### config.mk
export PLATFORM = sky130hd
export DESIGN_NAME = awdt_top
export DESIGN_NICKNAME = d
export VERILOG_FILES = /design/src/hw/awdt_pkg.sv /design/src/hw/awdt_top.sv
export VERILOG_INCLUDE_DIRS = /design/src /design/src/hw
export SDC_FILE = /design/constraint.sdc
export NUM_CORES = 1
export LEC_CHECK = 0
export BUFFER_PORTS_ARGS = -buffer_cell sky130_fd_sc_hd__buf_2
export CORE_ASPECT_RATIO = 0.5
export CORE_UTILIZATION = 37
export DETAILED_ROUTE_END_ITERATION = 6
export GPL_ROUTABILITY_DRIVEN = 0
export PLACE_DENSITY_LB_ADDON = 0.3
export SLEW_MARGIN = 20
export SYNTH_ARGS = -nofsm -noshare
export SYNTH_HDL_FRONTEND = slang
export SYNTH_SLANG_ARGS = --single-unit
### constraint.sdc
create_clock -name aclk -period 3.1 [get_ports aclk]
set_input_delay 0.62 -clock aclk [delete_from_list [all_inputs] [get_ports aclk]]
set_output_delay 0.62 -clock aclk [all_outputs]
set_load 0.01 [all_outputs]
### src/hw/awdt_defines.svh
`ifndef AWDT_DEFINES_SVH
`define AWDT_DEFINES_SVH

// register indices; byte address is four times the index
`define AWDT_IDX_UNIT 8'hF1
`define AWDT_IDX_PERIOD 8'hF2
`define AWDT_IDX_CFG 8'hF3
`define AWDT_IDX_CTRL 8'hF4
`define AWDT_IDX_ISR 8'hF8
`define AWDT_IDX_IMR 8'hF9

// field positions
`define AWDT_UNIT_SEC_BIT 7
`define AWDT_CTRL_STS_BIT 0
`define AWDT_CTRL_FORCE_BIT 2
`define AWDT_CTRL_EDGE_BIT 3
`define AWDT_EVT_TIMEOUT_BIT 0
`define AWDT_EVT_RESTART_BIT 1

// reset values
`define AWDT_RST_BYTE 8'h00
`define AWDT_RST_EVT 2'h0

// interrupt line select codes
`define AWDT_IRQ_NONE 4'h0
`define AWDT_IRQ_INVALID 4'h2

// timing
`define AWDT_CLK_NS 20
`define AWDT_SEC_NS 1000000000
`define AWDT_SEC_PER_MIN 60

// bus answers
`define AWDT_RESP_OKAY 2'h0
`define AWDT_RESP_SLVERR 2'h2

`endif

### src/hw/awdt_pkg.sv
package awdt_pkg;

  typedef struct packed
  {
    logic [3:0] irq_sel;
    logic rsvd;
    logic mouse_en;
    logic kbd_en;
    logic game_en;
  } awdt_cfg_t;

  typedef struct packed
  {
    logic game_access;
    logic kbd_irq;
    logic mouse_irq;
    logic kbc_timeout_pulse;
  } awdt_act_t;

  typedef enum logic [1:0]
  {
    ST_OFF,
    ST_RUN,
    ST_EXPIRED
  } awdt_state_t;

endpackage

### src/hw/awdt_top.sv
// Operation
// - unit bit 7: clear minutes, set seconds
// - period zero disables counting time-outs
// - period N gives N selected units
// - enabled game port access restarts count
// - enabled keyboard interrupt restarts count
// - enabled mouse interrupt restarts count
// - config upper nibble routes interrupt line
// - control bit 0 shows time-out occurred
// - force bit makes time-out, self-clears
// - enabled kbc pulse rising edge forces time-out
// - edge detect pulse ORed with force
// - bus reset clears all but control, standby clears control
`timescale 1ns/100ps
`include "awdt_defines.svh"
module awdt_top #(
  parameter int unsigned SEC_CYCLES = `AWDT_SEC_NS / `AWDT_CLK_NS
)(
  input wire logic aclk,
  input wire logic aresetn,
  input wire logic standby_supply_por_n,
  input wire logic s_axi_awvalid,
  output logic s_axi_awready,
  input wire logic [11:0] s_axi_awaddr,
  input wire logic s_axi_wvalid,
  output logic s_axi_wready,
  input wire logic [31:0] s_axi_wdata,
  input wire logic [3:0] s_axi_wstrb,
  output logic s_axi_bvalid,
  input wire logic s_axi_bready,
  output logic [1:0] s_axi_bresp,
  input wire logic s_axi_arvalid,
  output logic s_axi_arready,
  input wire logic [11:0] s_axi_araddr,
  output logic s_axi_rvalid,
  input wire logic s_axi_rready,
  output logic [31:0] s_axi_rdata,
  output logic [1:0] s_axi_rresp,
  input wire awdt_pkg::awdt_act_t activity,
  output logic [15:0] irq_lines,
  output logic irq
);
  import awdt_pkg::*;

  localparam logic [5:0] MIN_LAST = 6'(`AWDT_SEC_PER_MIN - 1);
  localparam logic [25:0] SEC_LAST = 26'(SEC_CYCLES - 1);

  function automatic logic reg_hit(
    input logic [11:0] a,
    input logic [7:0] idx
  );
    reg_hit = (a == {2'b00, idx, 2'b00});
  endfunction

  function automatic logic reg_mapped(input logic [11:0] a);
    reg_mapped = reg_hit(a, `AWDT_IDX_UNIT)
      || reg_hit(a, `AWDT_IDX_PERIOD)
      || reg_hit(a, `AWDT_IDX_CFG)
      || reg_hit(a, `AWDT_IDX_CTRL)
      || reg_hit(a, `AWDT_IDX_ISR)
      || reg_hit(a, `AWDT_IDX_IMR);
  endfunction

  logic aw_held_q;
  logic w_held_q;
  logic [11:0] awaddr_q;
  logic [31:0] wdata_q;
  logic [3:0] wstrb_q;
  logic bvalid_q;
  logic [1:0] bresp_q;
  logic rvalid_q;
  logic [31:0] rdata_q;
  logic [1:0] rresp_q;
  logic wr_fire;
  logic wr_ok;
  logic [7:0] unit_q;
  logic [7:0] period_q;
  awdt_cfg_t cfg_q;
  logic sts_q;
  logic edge_en_q;
  logic force_q;
  logic [1:0] isr_q;
  logic [1:0] imr_q;
  logic [2:0] kbd_sync_q;
  logic [2:0] mouse_sync_q;
  logic [2:0] kbc_sync_q;
  logic kbd_rise;
  logic mouse_rise;
  logic kbc_rise;
  logic [25:0] sec_cnt_q;
  logic [5:0] min_cnt_q;
  logic [7:0] remain_q;
  awdt_state_t state_q;
  logic sec_tick;
  logic unit_tick;
  logic period_wr;
  logic restart_evt;
  logic reload;
  logic [7:0] load_val;
  logic count_expire;
  logic timeout_evt;
  logic [31:0] rd_word;

  // bus slave: address and data may arrive in either order
  assign s_axi_awready = !aw_held_q && !bvalid_q;
  assign s_axi_wready = !w_held_q && !bvalid_q;
  assign s_axi_bvalid = bvalid_q;
  assign s_axi_bresp = bresp_q;
  assign s_axi_arready = !rvalid_q;
  assign s_axi_rvalid = rvalid_q;
  assign s_axi_rdata = rdata_q;
  assign s_axi_rresp = rresp_q;
  assign wr_fire = aw_held_q && w_held_q && !bvalid_q;
  // lane 0 carries every register; other lanes are ignored
  assign wr_ok = wr_fire && wstrb_q[0];

  always_ff @(posedge aclk)
  begin
    if (!aresetn)
    begin
      aw_held_q <= 1'b0;
      awaddr_q <= 12'h000;
    end
    else if (s_axi_awvalid && s_axi_awready)
    begin
      aw_held_q <= 1'b1;
      awaddr_q <= s_axi_awaddr;
    end
    else if (wr_fire)
      aw_held_q <= 1'b0;
  end

  always_ff @(posedge aclk)
  begin
    if (!aresetn)
    begin
      w_held_q <= 1'b0;
      wdata_q <= 32'h00000000;
      wstrb_q <= 4'h0;
    end
    else if (s_axi_wvalid && s_axi_wready)
    begin
      w_held_q <= 1'b1;
      wdata_q <= s_axi_wdata;
      wstrb_q <= s_axi_wstrb;
    end
    else if (wr_fire)
      w_held_q <= 1'b0;
  end

  always_ff @(posedge aclk)
  begin
    if (!aresetn)
    begin
      bvalid_q <= 1'b0;
      bresp_q <= `AWDT_RESP_OKAY;
    end
    else if (wr_fire)
    begin
      bvalid_q <= 1'b1;
      bresp_q <= reg_mapped(awaddr_q) ? `AWDT_RESP_OKAY
                                       : `AWDT_RESP_SLVERR;
    end
    else if (s_axi_bready)
      bvalid_q <= 1'b0;
  end

  always_comb
  begin
    rd_word = 32'h00000000;
    if (reg_hit(s_axi_araddr, `AWDT_IDX_UNIT))
      rd_word[`AWDT_UNIT_SEC_BIT] = unit_q[`AWDT_UNIT_SEC_BIT];
    else if (reg_hit(s_axi_araddr, `AWDT_IDX_PERIOD))
      rd_word[7:0] = period_q;
    else if (reg_hit(s_axi_araddr, `AWDT_IDX_CFG))
      rd_word[7:0] = {cfg_q.irq_sel, 1'b0, cfg_q.mouse_en,
                      cfg_q.kbd_en, cfg_q.game_en};
    else if (reg_hit(s_axi_araddr, `AWDT_IDX_CTRL))
    begin
      rd_word[`AWDT_CTRL_STS_BIT] = sts_q;
      rd_word[`AWDT_CTRL_EDGE_BIT] = edge_en_q;
    end
    else if (reg_hit(s_axi_araddr, `AWDT_IDX_ISR))
      rd_word[1:0] = isr_q;
    else if (reg_hit(s_axi_araddr, `AWDT_IDX_IMR))
      rd_word[1:0] = imr_q;
  end

  always_ff @(posedge aclk)
  begin
    if (!aresetn)
    begin
      rvalid_q <= 1'b0;
      rdata_q <= 32'h00000000;
      rresp_q <= `AWDT_RESP_OKAY;
    end
    else if (s_axi_arvalid && s_axi_arready)
    begin
      rvalid_q <= 1'b1;
      rdata_q <= rd_word;
      rresp_q <= reg_mapped(s_axi_araddr) ? `AWDT_RESP_OKAY
                                           : `AWDT_RESP_SLVERR;
    end
    else if (s_axi_rready)
      rvalid_q <= 1'b0;
  end

  // host-bus-reset registers
  assign period_wr = wr_ok && reg_hit(awaddr_q, `AWDT_IDX_PERIOD);

  always_ff @(posedge aclk)
  begin
    if (!aresetn)
    begin
      unit_q <= `AWDT_RST_BYTE;
      period_q <= `AWDT_RST_BYTE;
      cfg_q <= `AWDT_RST_BYTE;
    end
    else if (wr_ok)
    begin
      if (reg_hit(awaddr_q, `AWDT_IDX_UNIT))
        unit_q <= {wdata_q[`AWDT_UNIT_SEC_BIT], 7'h00};
      if (period_wr)
        period_q <= wdata_q[7:0];
      if (reg_hit(awaddr_q, `AWDT_IDX_CFG))
        cfg_q <= {wdata_q[7:4], 1'b0, wdata_q[2:0]};
    end
  end

  // control survives bus reset; of the two resets only the standby supply clears it
  always_ff @(posedge aclk)
  begin
    if (!standby_supply_por_n)
    begin
      sts_q <= 1'b0;
      edge_en_q <= 1'b0;
      force_q <= 1'b0;
    end
    else
    begin
      // upper bits dropped, software keeps them zero
      force_q <= wr_ok && reg_hit(awaddr_q, `AWDT_IDX_CTRL)
                 && wdata_q[`AWDT_CTRL_FORCE_BIT];
      if (timeout_evt)
        sts_q <= 1'b1;
      else if (wr_ok && reg_hit(awaddr_q, `AWDT_IDX_CTRL))
        sts_q <= wdata_q[`AWDT_CTRL_STS_BIT];
      if (wr_ok && reg_hit(awaddr_q, `AWDT_IDX_CTRL))
        edge_en_q <= wdata_q[`AWDT_CTRL_EDGE_BIT];
    end
  end

  // keyboard, mouse and kbc inputs come from other logic; synchronise, then edge
  always_ff @(posedge aclk)
  begin
    if (!aresetn)
    begin
      kbd_sync_q <= 3'h0;
      mouse_sync_q <= 3'h0;
      kbc_sync_q <= 3'h0;
    end
    else
    begin
      kbd_sync_q <= {kbd_sync_q[1:0], activity.kbd_irq};
      mouse_sync_q <= {mouse_sync_q[1:0], activity.mouse_irq};
      kbc_sync_q <= {kbc_sync_q[1:0], activity.kbc_timeout_pulse};
    end
  end

  assign kbd_rise = kbd_sync_q[1] && !kbd_sync_q[2];
  assign mouse_rise = mouse_sync_q[1] && !mouse_sync_q[2];
  // a long-high pulse yields one event only
  assign kbc_rise = kbc_sync_q[1] && !kbc_sync_q[2];

  assign restart_evt = (cfg_q.game_en && activity.game_access)
    || (cfg_q.kbd_en && kbd_rise)
    || (cfg_q.mouse_en && mouse_rise);
  assign reload = restart_evt || period_wr;
  assign load_val = period_wr ? wdata_q[7:0] : period_q;

  // prescaler: seconds, then minutes unless seconds chosen
  assign sec_tick = (sec_cnt_q == SEC_LAST);
  assign unit_tick = sec_tick
    && (unit_q[`AWDT_UNIT_SEC_BIT] || min_cnt_q == MIN_LAST);

  always_ff @(posedge aclk)
  begin
    if (!aresetn || reload)
    begin
      sec_cnt_q <= 26'h0000000;
      min_cnt_q <= 6'h00;
    end
    else if (sec_tick)
    begin
      sec_cnt_q <= 26'h0000000;
      min_cnt_q <= (min_cnt_q == MIN_LAST) ? 6'h00 : min_cnt_q + 6'h01;
    end
    else
      sec_cnt_q <= sec_cnt_q + 26'h0000001;
  end

  assign count_expire = (state_q == ST_RUN) && unit_tick
    && (remain_q == 8'h01);

  always_ff @(posedge aclk)
  begin
    if (!aresetn)
    begin
      state_q <= ST_OFF;
      remain_q <= 8'h00;
    end
    else if (reload)
    begin
      remain_q <= load_val;
      state_q <= (load_val == 8'h00) ? ST_OFF : ST_RUN;
    end
    else
    begin
      unique case (state_q)
        ST_OFF:
          state_q <= ST_OFF;
        ST_RUN:
          if (count_expire)
          begin
            remain_q <= 8'h00;
            state_q <= ST_EXPIRED;
          end
          else if (unit_tick)
            remain_q <= remain_q - 8'h01;
        ST_EXPIRED:
          state_q <= ST_EXPIRED;
        default:
          state_q <= ST_OFF;
      endcase
    end
  end

  // software force and edge force merged into one event
  assign timeout_evt = count_expire || force_q
    || (edge_en_q && kbc_rise);

  // sticky events, write one to clear; a new event wins
  always_ff @(posedge aclk)
  begin
    if (!aresetn)
    begin
      isr_q <= `AWDT_RST_EVT;
      imr_q <= `AWDT_RST_EVT;
    end
    else
    begin
      for (int i = 0; i < 2; i++)
      begin
        if ((i == `AWDT_EVT_TIMEOUT_BIT && timeout_evt)
            || (i == `AWDT_EVT_RESTART_BIT && restart_evt))
          isr_q[i] <= 1'b1;
        else if (wr_ok && reg_hit(awaddr_q, `AWDT_IDX_ISR)
                 && wdata_q[i])
          isr_q[i] <= 1'b0;
      end
      if (wr_ok && reg_hit(awaddr_q, `AWDT_IDX_IMR))
        imr_q <= wdata_q[1:0];
    end
  end

  assign irq = |(isr_q & imr_q);

  // line held while status set; zero and the invalid code drive none
  always_comb
  begin
    irq_lines = 16'h0000;
    if (sts_q && cfg_q.irq_sel != `AWDT_IRQ_NONE
        && cfg_q.irq_sel != `AWDT_IRQ_INVALID)
      irq_lines[cfg_q.irq_sel] = 1'b1;
  end
endmodule

==> results.md, run 1 <==
- Outcome: finished clean
- EDFF count, synth: 0
- H-tree depth: 3
- Grt ovf: 0
- Synthesis-stage register bit count: 109
- Max cap viols: 0
- Routed wire length: 11600 um
- Post-Syn Instances: 618
- Core Rows: 30
- DRC: 0
- Fin crit share: 81.2%
- Die Width: 169 um
- Initial antenna violation count: 0
- Antenna fix cells: 0
- Syn-to-layout area delta: 14.8%
- I/O pin cnt: 130
- Pwr/cell area: 480 nW/um2
- Clock Sinks: 109
- Vias post-DR: 4342
- Max stage delay on crit path: 0.74 ns
- First-pass GRT wire length: 19400 um
- Slowest-stage cell, CP: or4_1
- Post-CTS Hold Fix Bufs: 0
- CTS clk-pin slew, worst paths: 0.08 ns
- Data required time at the worst endpoint: 3.37 ns
- Final Hold Fails: 0
- Syn Area/Cell: 8.36 um2
- DR WL/cell: 13.2 um
- Synthesized area: 5160 um2
- CP bufs+invs: 1
- PostCTS Resize Cnt: 0
- Clock skew: 0.0150 ns
- Worst setup SP type: register
- Worst Path Arrival: 2.79 ns
- Setup CP Type: reg -> reg
- # Post-CTS Setup Buffers: 0
- Post-DRT Antenna Nets: 0
- Hold crit path type: reg -> reg
- DR pass1 iterations: 4
- Vias per cell: 4.93
- Unrepaired setup endpoints after global routing: false
- Main synth FF type: dfxtp_1
- Share of the yosys chip area belonging to registers: 42.3%
- Pin count of the biggest net entering global routing: 59
- Non-Filler Instances: 881
- TritonCTS clock tree: done
- Root Buffer: clkbuf_16
- Synthesis warning total: 0
- Worst-path cell chain: or4b_1 > or4_1 > buf_4 > nand2_1 > o221ai_1 > nor3_1
- Leakage: 2.27 nW
- Vias in the first global route: 3949
- Unique cell type count in the Yosys netlist: 66
- Most frequent cells in the layout: dfxtp_1, nand2_1, nor2_1, buf_2, a21oi_1
- Most common cell after layout, fill and taps aside: dfxtp_1
- Die Ht: 85.5 um
- Maximum root-to-sink buffer count: 2
- Layout Nets: 761
- Starting Density: 38.0%
- Tmin final: 2.52 ns
- Dpl cells: 865
- Share of flip-flops with an asynchronous set or reset: 0%
- Core box area: 13600 um2
- Total power draw: 2.85 mW
- Setup crit end kind: register
- Delay-heaviest family, CP: simple AND/OR/NAND/NOR gates
- CTS buffer count: 9
- Latest clock arrival within the worst-skew pair: 0.35 ns
- Layout cell share with drive strength beyond 1: 14.9%
- Die ar.: 14500 um2
- Final setup vio count: 0
- CP Max Fanout: 10
- Fin Setup TNS: 0 ns
- Input/output buffers: 74
- Initial drt markers: 280
- Fmax: 0.397 GHz
- Max-slew headroom: 56.5%
- Global Route Usage Sum: 16.8%
- Final Max Slew Viols: 0
- Detailed placement HPWL: 8430 um
- Worst VDD drop: 0.234 mV
- Least-Margin Pin Slew: 0.648 ns
==> cell families (layout without fill, tap and decap cells) <==
family,Yosys count,in the layout,share of synthesized area (%)
AO/OA/AOI/OAI,87,87,10.8
buffers and inverters,68,112,7.15
XOR/XNOR,29,29,4.92
multiplexers,25,25,4.87
adder cells (fa/ha/maj),5,5,1.21
AND/OR/NAND/NOR,294,294,28.7
flip-flops,109,109,42.3
other,1,28,0.0726
==> layout make-up <==
class | instances | area [um2]
timing repair buffer | 80 | 415
inverter | 16 | 60.1
clock inverter | 6 | 82.6
multi-input combinational | 468 | 2720
tap | 192 | 240
clock buffer | 10 | 229
sequential | 109 | 2180
fill | 1389 | 7660
==> worst paths after layout <==
path / start / endpoint / slack (ns) / cells after the start
hold / removal: kbd_sync_q[0] / kbd_sync_q[1] / 0.44 / 1
hold reg to reg: kbd_sync_q[0] / kbd_sync_q[1] / 0.44 / 1
setup / recovery: awaddr_q[11] / remain_q[2] / 0.58 / 6
setup reg to reg: awaddr_q[11] / remain_q[2] / 0.58 / 6
==> report_power, final <==
group	internal [mW]	switching [mW]
logic	0.0689	0.111
clock network	0.646	0.555
registers	1.43	0.0345
total	2.15	0.701
==> sequential cells by signal (all words and copies together) (netlist names), 3 cells and up <==
signal        count
awaddr_q         12
cfg_q             7
kbc_sync_q        3
kbd_sync_q        3
min_cnt_q         6
mouse_sync_q      3
period_q          8
remain_q          8
s_axi_rdata       8
sec_cnt_q        26
wdata_q           8
==> metrics by stage <==
step	utilization, %	setup slack [ns]	hold slack [ns]	area (um2)
floorplan	-	0.834	0.412	5270
global placement	41.3	0.658	0.414	5620
detailed placement	41.3	0.638	0.428	5620
CTS	43.6	0.587	0.447	5930
global route	43.6	0.480	0.458	5930
finish	43.6	0.582	0.441	5930
==> metal layers <==
layer | routed length [um] | vias up | track usage (%) | part of all wire [%]
met3 | 463 | 7 | 3.97 | 4.0
met4 | 81 | 0 | 4.26 | 0.70
met1 | 5690 | 1991 | 21.9 | 49
li1 | - | 2251 | - | -
met2 | 5410 | 93 | 28.0 | 46
met5 | 0 | - | 0 | 0
==> cell usage after synthesis (all sizes together), types with 2 or more instances <==
master,count,area share (%)
and4,6,1.0
a2bb2oi,4,0.68
and2,13,1.6
ha,5,1.2
a21o,2,0.29
xor2,14,2.4
nand4b,4,0.68
o22ai,2,0.24
nor3b,3,0.44
a311oi,2,0.34
nor2b,4,0.48
nand3b,5,0.73
xnor2,15,2.5
nand4,10,1.3
or3b,2,0.34
or4bb,2,0.44
nor4,13,1.6
nor3,20,1.9
a31oi,5,0.61
o21ai,10,0.97
or3,3,0.36
nor4b,3,0.63
mux2i,24,4.7
and4b,2,0.39
dfxtp,109,42
and3,8,0.97
buf,36,4.8
nand2,82,6.0
clkbuf,16,1.2
nor2,79,5.7
o221ai,3,0.51
inv,15,1.1
a21oi,42,4.1
nand2b,6,0.73
or4,4,0.65
nand3,21,2.0
==> worst register-to-register path, cell delays in order (launching register included) <==
cell	delay, ns
dfxtp_1	0.32
or4b_1	0.61
or4_1	0.74
buf_4	0.25
nand2_1	0.10
o221ai_1	0.19
nor3_1	0.22
No activity file was read; power rests on OpenSTA's default activity.
==> run 2, diff against run 1 <==
clock period = 2.1 ns   (was 3.1 ns; I/O delays follow)
==> run 2 against run 1 <==
Design area rose by 10%. Register-to-register slack lost 0.57 ns. Via count is 5.4% higher. Die area did not move. First-iteration DRC count down 3.2%. Final cell count increased by 6.5%. Combinational power rose by 78%. Sequential share of layout area is 3.4 points lower. Setup slack worse by 0.57 ns. Largest power group unchanged.
==> results.md, run 2 (synthesis gave the netlist of run 1 again) <==
- Met3 routed WL: 464 um
- Input/output buffers: 74
- Unrepaired setup endpoints after global routing: true
- Worst Path Arrival: 2.33 ns
- Worst VDD drop: 0.410 mV
- Clock Sinks: 109
- Topmost layer with routed signal wires: met4
- Die Ht: 85.5 um
- Max cap viols: 0
- I/O pin cnt: 130
- CTS clk-pin slew, worst paths: 0.08 ns
- Grt ovf: 0
- Non-Filler Instances: 938
- CP Max Fanout: 8
- Multi-input logic area: 2880 um2
- Maximum root-to-sink buffer count: 2
- Syn-to-layout area delta: 26.8%
- Post-DRT Antenna Nets: 0
- Detailed placement HPWL: 9020 um
- Global Route Usage Sum: 17.5%
- Outcome: finished clean
- Vias post-DR: 4576
- Final design utilization: 48.2%
- Most frequent cells in the layout: dfxtp_1, nand2_1, nor2_1, buf_2, buf_4
- Setup CP Type: reg -> reg
- Dpl cells: 923
- Final Max Slew Viols: 0
- Routed wire length: 12200 um
- Initial antenna violation count: 0
- Initial drt markers: 271
- Max-slew headroom: 55.0%
- Core Rows: 30
- Antenna fix cells: 0
- Least-Margin Pin Slew: 0.675 ns
- Fmax: 0.478 GHz
- Hold path cells: 2
- Pin count of the biggest net entering global routing: 62
- Post-CTS Hold Fix Bufs: 0
- Vias per cell: 4.88
- Leakage: 2.62 nW
- M1 wire length: 5960 um
- Root Buffer: clkbuf_16
- Layout Nets: 819
- Fin crit share: 99.5%
- CTS buffer count: 9
- DR pass1 iterations: 4
- Final setup vio count: 0
- Vias in the first global route: 4064
- Met2 WL: 5590 um
- Clock skew: 0.0125 ns
- DR WL/cell: 13.0 um
- Final Hold Fails: 0
- TritonCTS clock tree: done
- Die ar.: 14500 um2
- Latest clock arrival within the worst-skew pair: 0.35 ns
- Setup crit end kind: register
- Tmin final: 2.09 ns
- First-pass GRT wire length: 20100 um
- Final Hold Slack: 0.253 ns
- R2R depth: 5
- Layout cell share with drive strength beyond 1: 25.2%
- Core box area: 13600 um2
- Most common cell after layout, fill and taps aside: dfxtp_1
- FF+latch area: 2190 um2
- Worst setup SP type: register
- H-tree depth: 3
- Hold crit path type: in -> reg
- DRC: 0
- Max reg flops: 26
- Die Width: 169 um
- Top Registers: sec_cnt_q x26, awaddr_q x12
- Pwr/cell area: 646 nW/um2
- Total power draw: 4.23 mW
- Data required time at the worst endpoint: 2.34 ns
- Layout fillers: 1356
- Largest Register: sec_cnt_q
- Starting Density: 38.0%
==> run 2: changes by cell type in the layout (fill, tap and decap cells not counted), moves of 3 or more <==
cell / before / now
buf_4: 6 / 62
dfxtp_1: 109 / 103
dfxtp_2: 0 / 6
or3_1: 3 / 0
or3_4: 0 / 3
==> run 2: critical path, cell delays in order, from the launching register on <==
cell	delay [ns]
dfxtp_1	0.32
or4bb_4	0.54
or4_4	0.62
nand3_2	0.13
nor2_1	0.05
a311o_1	0.33
==> run 2: what timing repair did <==
item,CTS,global route
pin swaps,5,3
setup buffers,1,0
gates cloned,0,0
setup endpoints to repair,42,24
resized for setup,8,16
==> run 2: area by class of cell <==
type	instances	area share (%)
Inverter	16	0.917
Multi-Input combinational cell	468	43.9
Sequential cell	109	33.4
Clock buffer	9	3.44
Clock inverter	6	1.26
Tap cell	192	3.67
Timing Repair Buffer	138	13.4
==> run 2: through the flow <==
step                cell area (um2)  worst slack, ns   TNS, ns
floorplan                      5330          -0.0356    -0.574
detailed placement             6130           -0.146    -0.876
finish                         6550          0.00955         0
global placement               6130           -0.123    -0.673
global route                   6550          -0.0658    -0.122
CTS                            6480         -0.00377  -0.00377
==> run 2: layer usage <==
metal | GRT usage (%) | up-vias
li1 | - | 2350
met3 | 3.74 | 16
met5 | 0 | -
met4 | 5.57 | 0
met1 | 23.0 | 2112
met2 | 28.7 | 98
==> run 2: worst paths after layout <==
kind	slack (ns)	endpoint	from
worst max register to register	0.01	remain_q[6]	awaddr_q[4]
worst min register to register	0.44	kbd_sync_q[1]	kbd_sync_q[0]
worst max-delay path	0.01	remain_q[6]	awaddr_q[4]
worst min-delay path	0.25	s_axi_rvalid	s_axi_rready
==> run 2: where the power goes <==
part / internal, mW / total, mW / switching [mW]
registers: 2.11 / 2.16 / 0.0413
clock network: 0.948 / 1.76 / 0.809
logic: 0.133 / 0.321 / 0.188
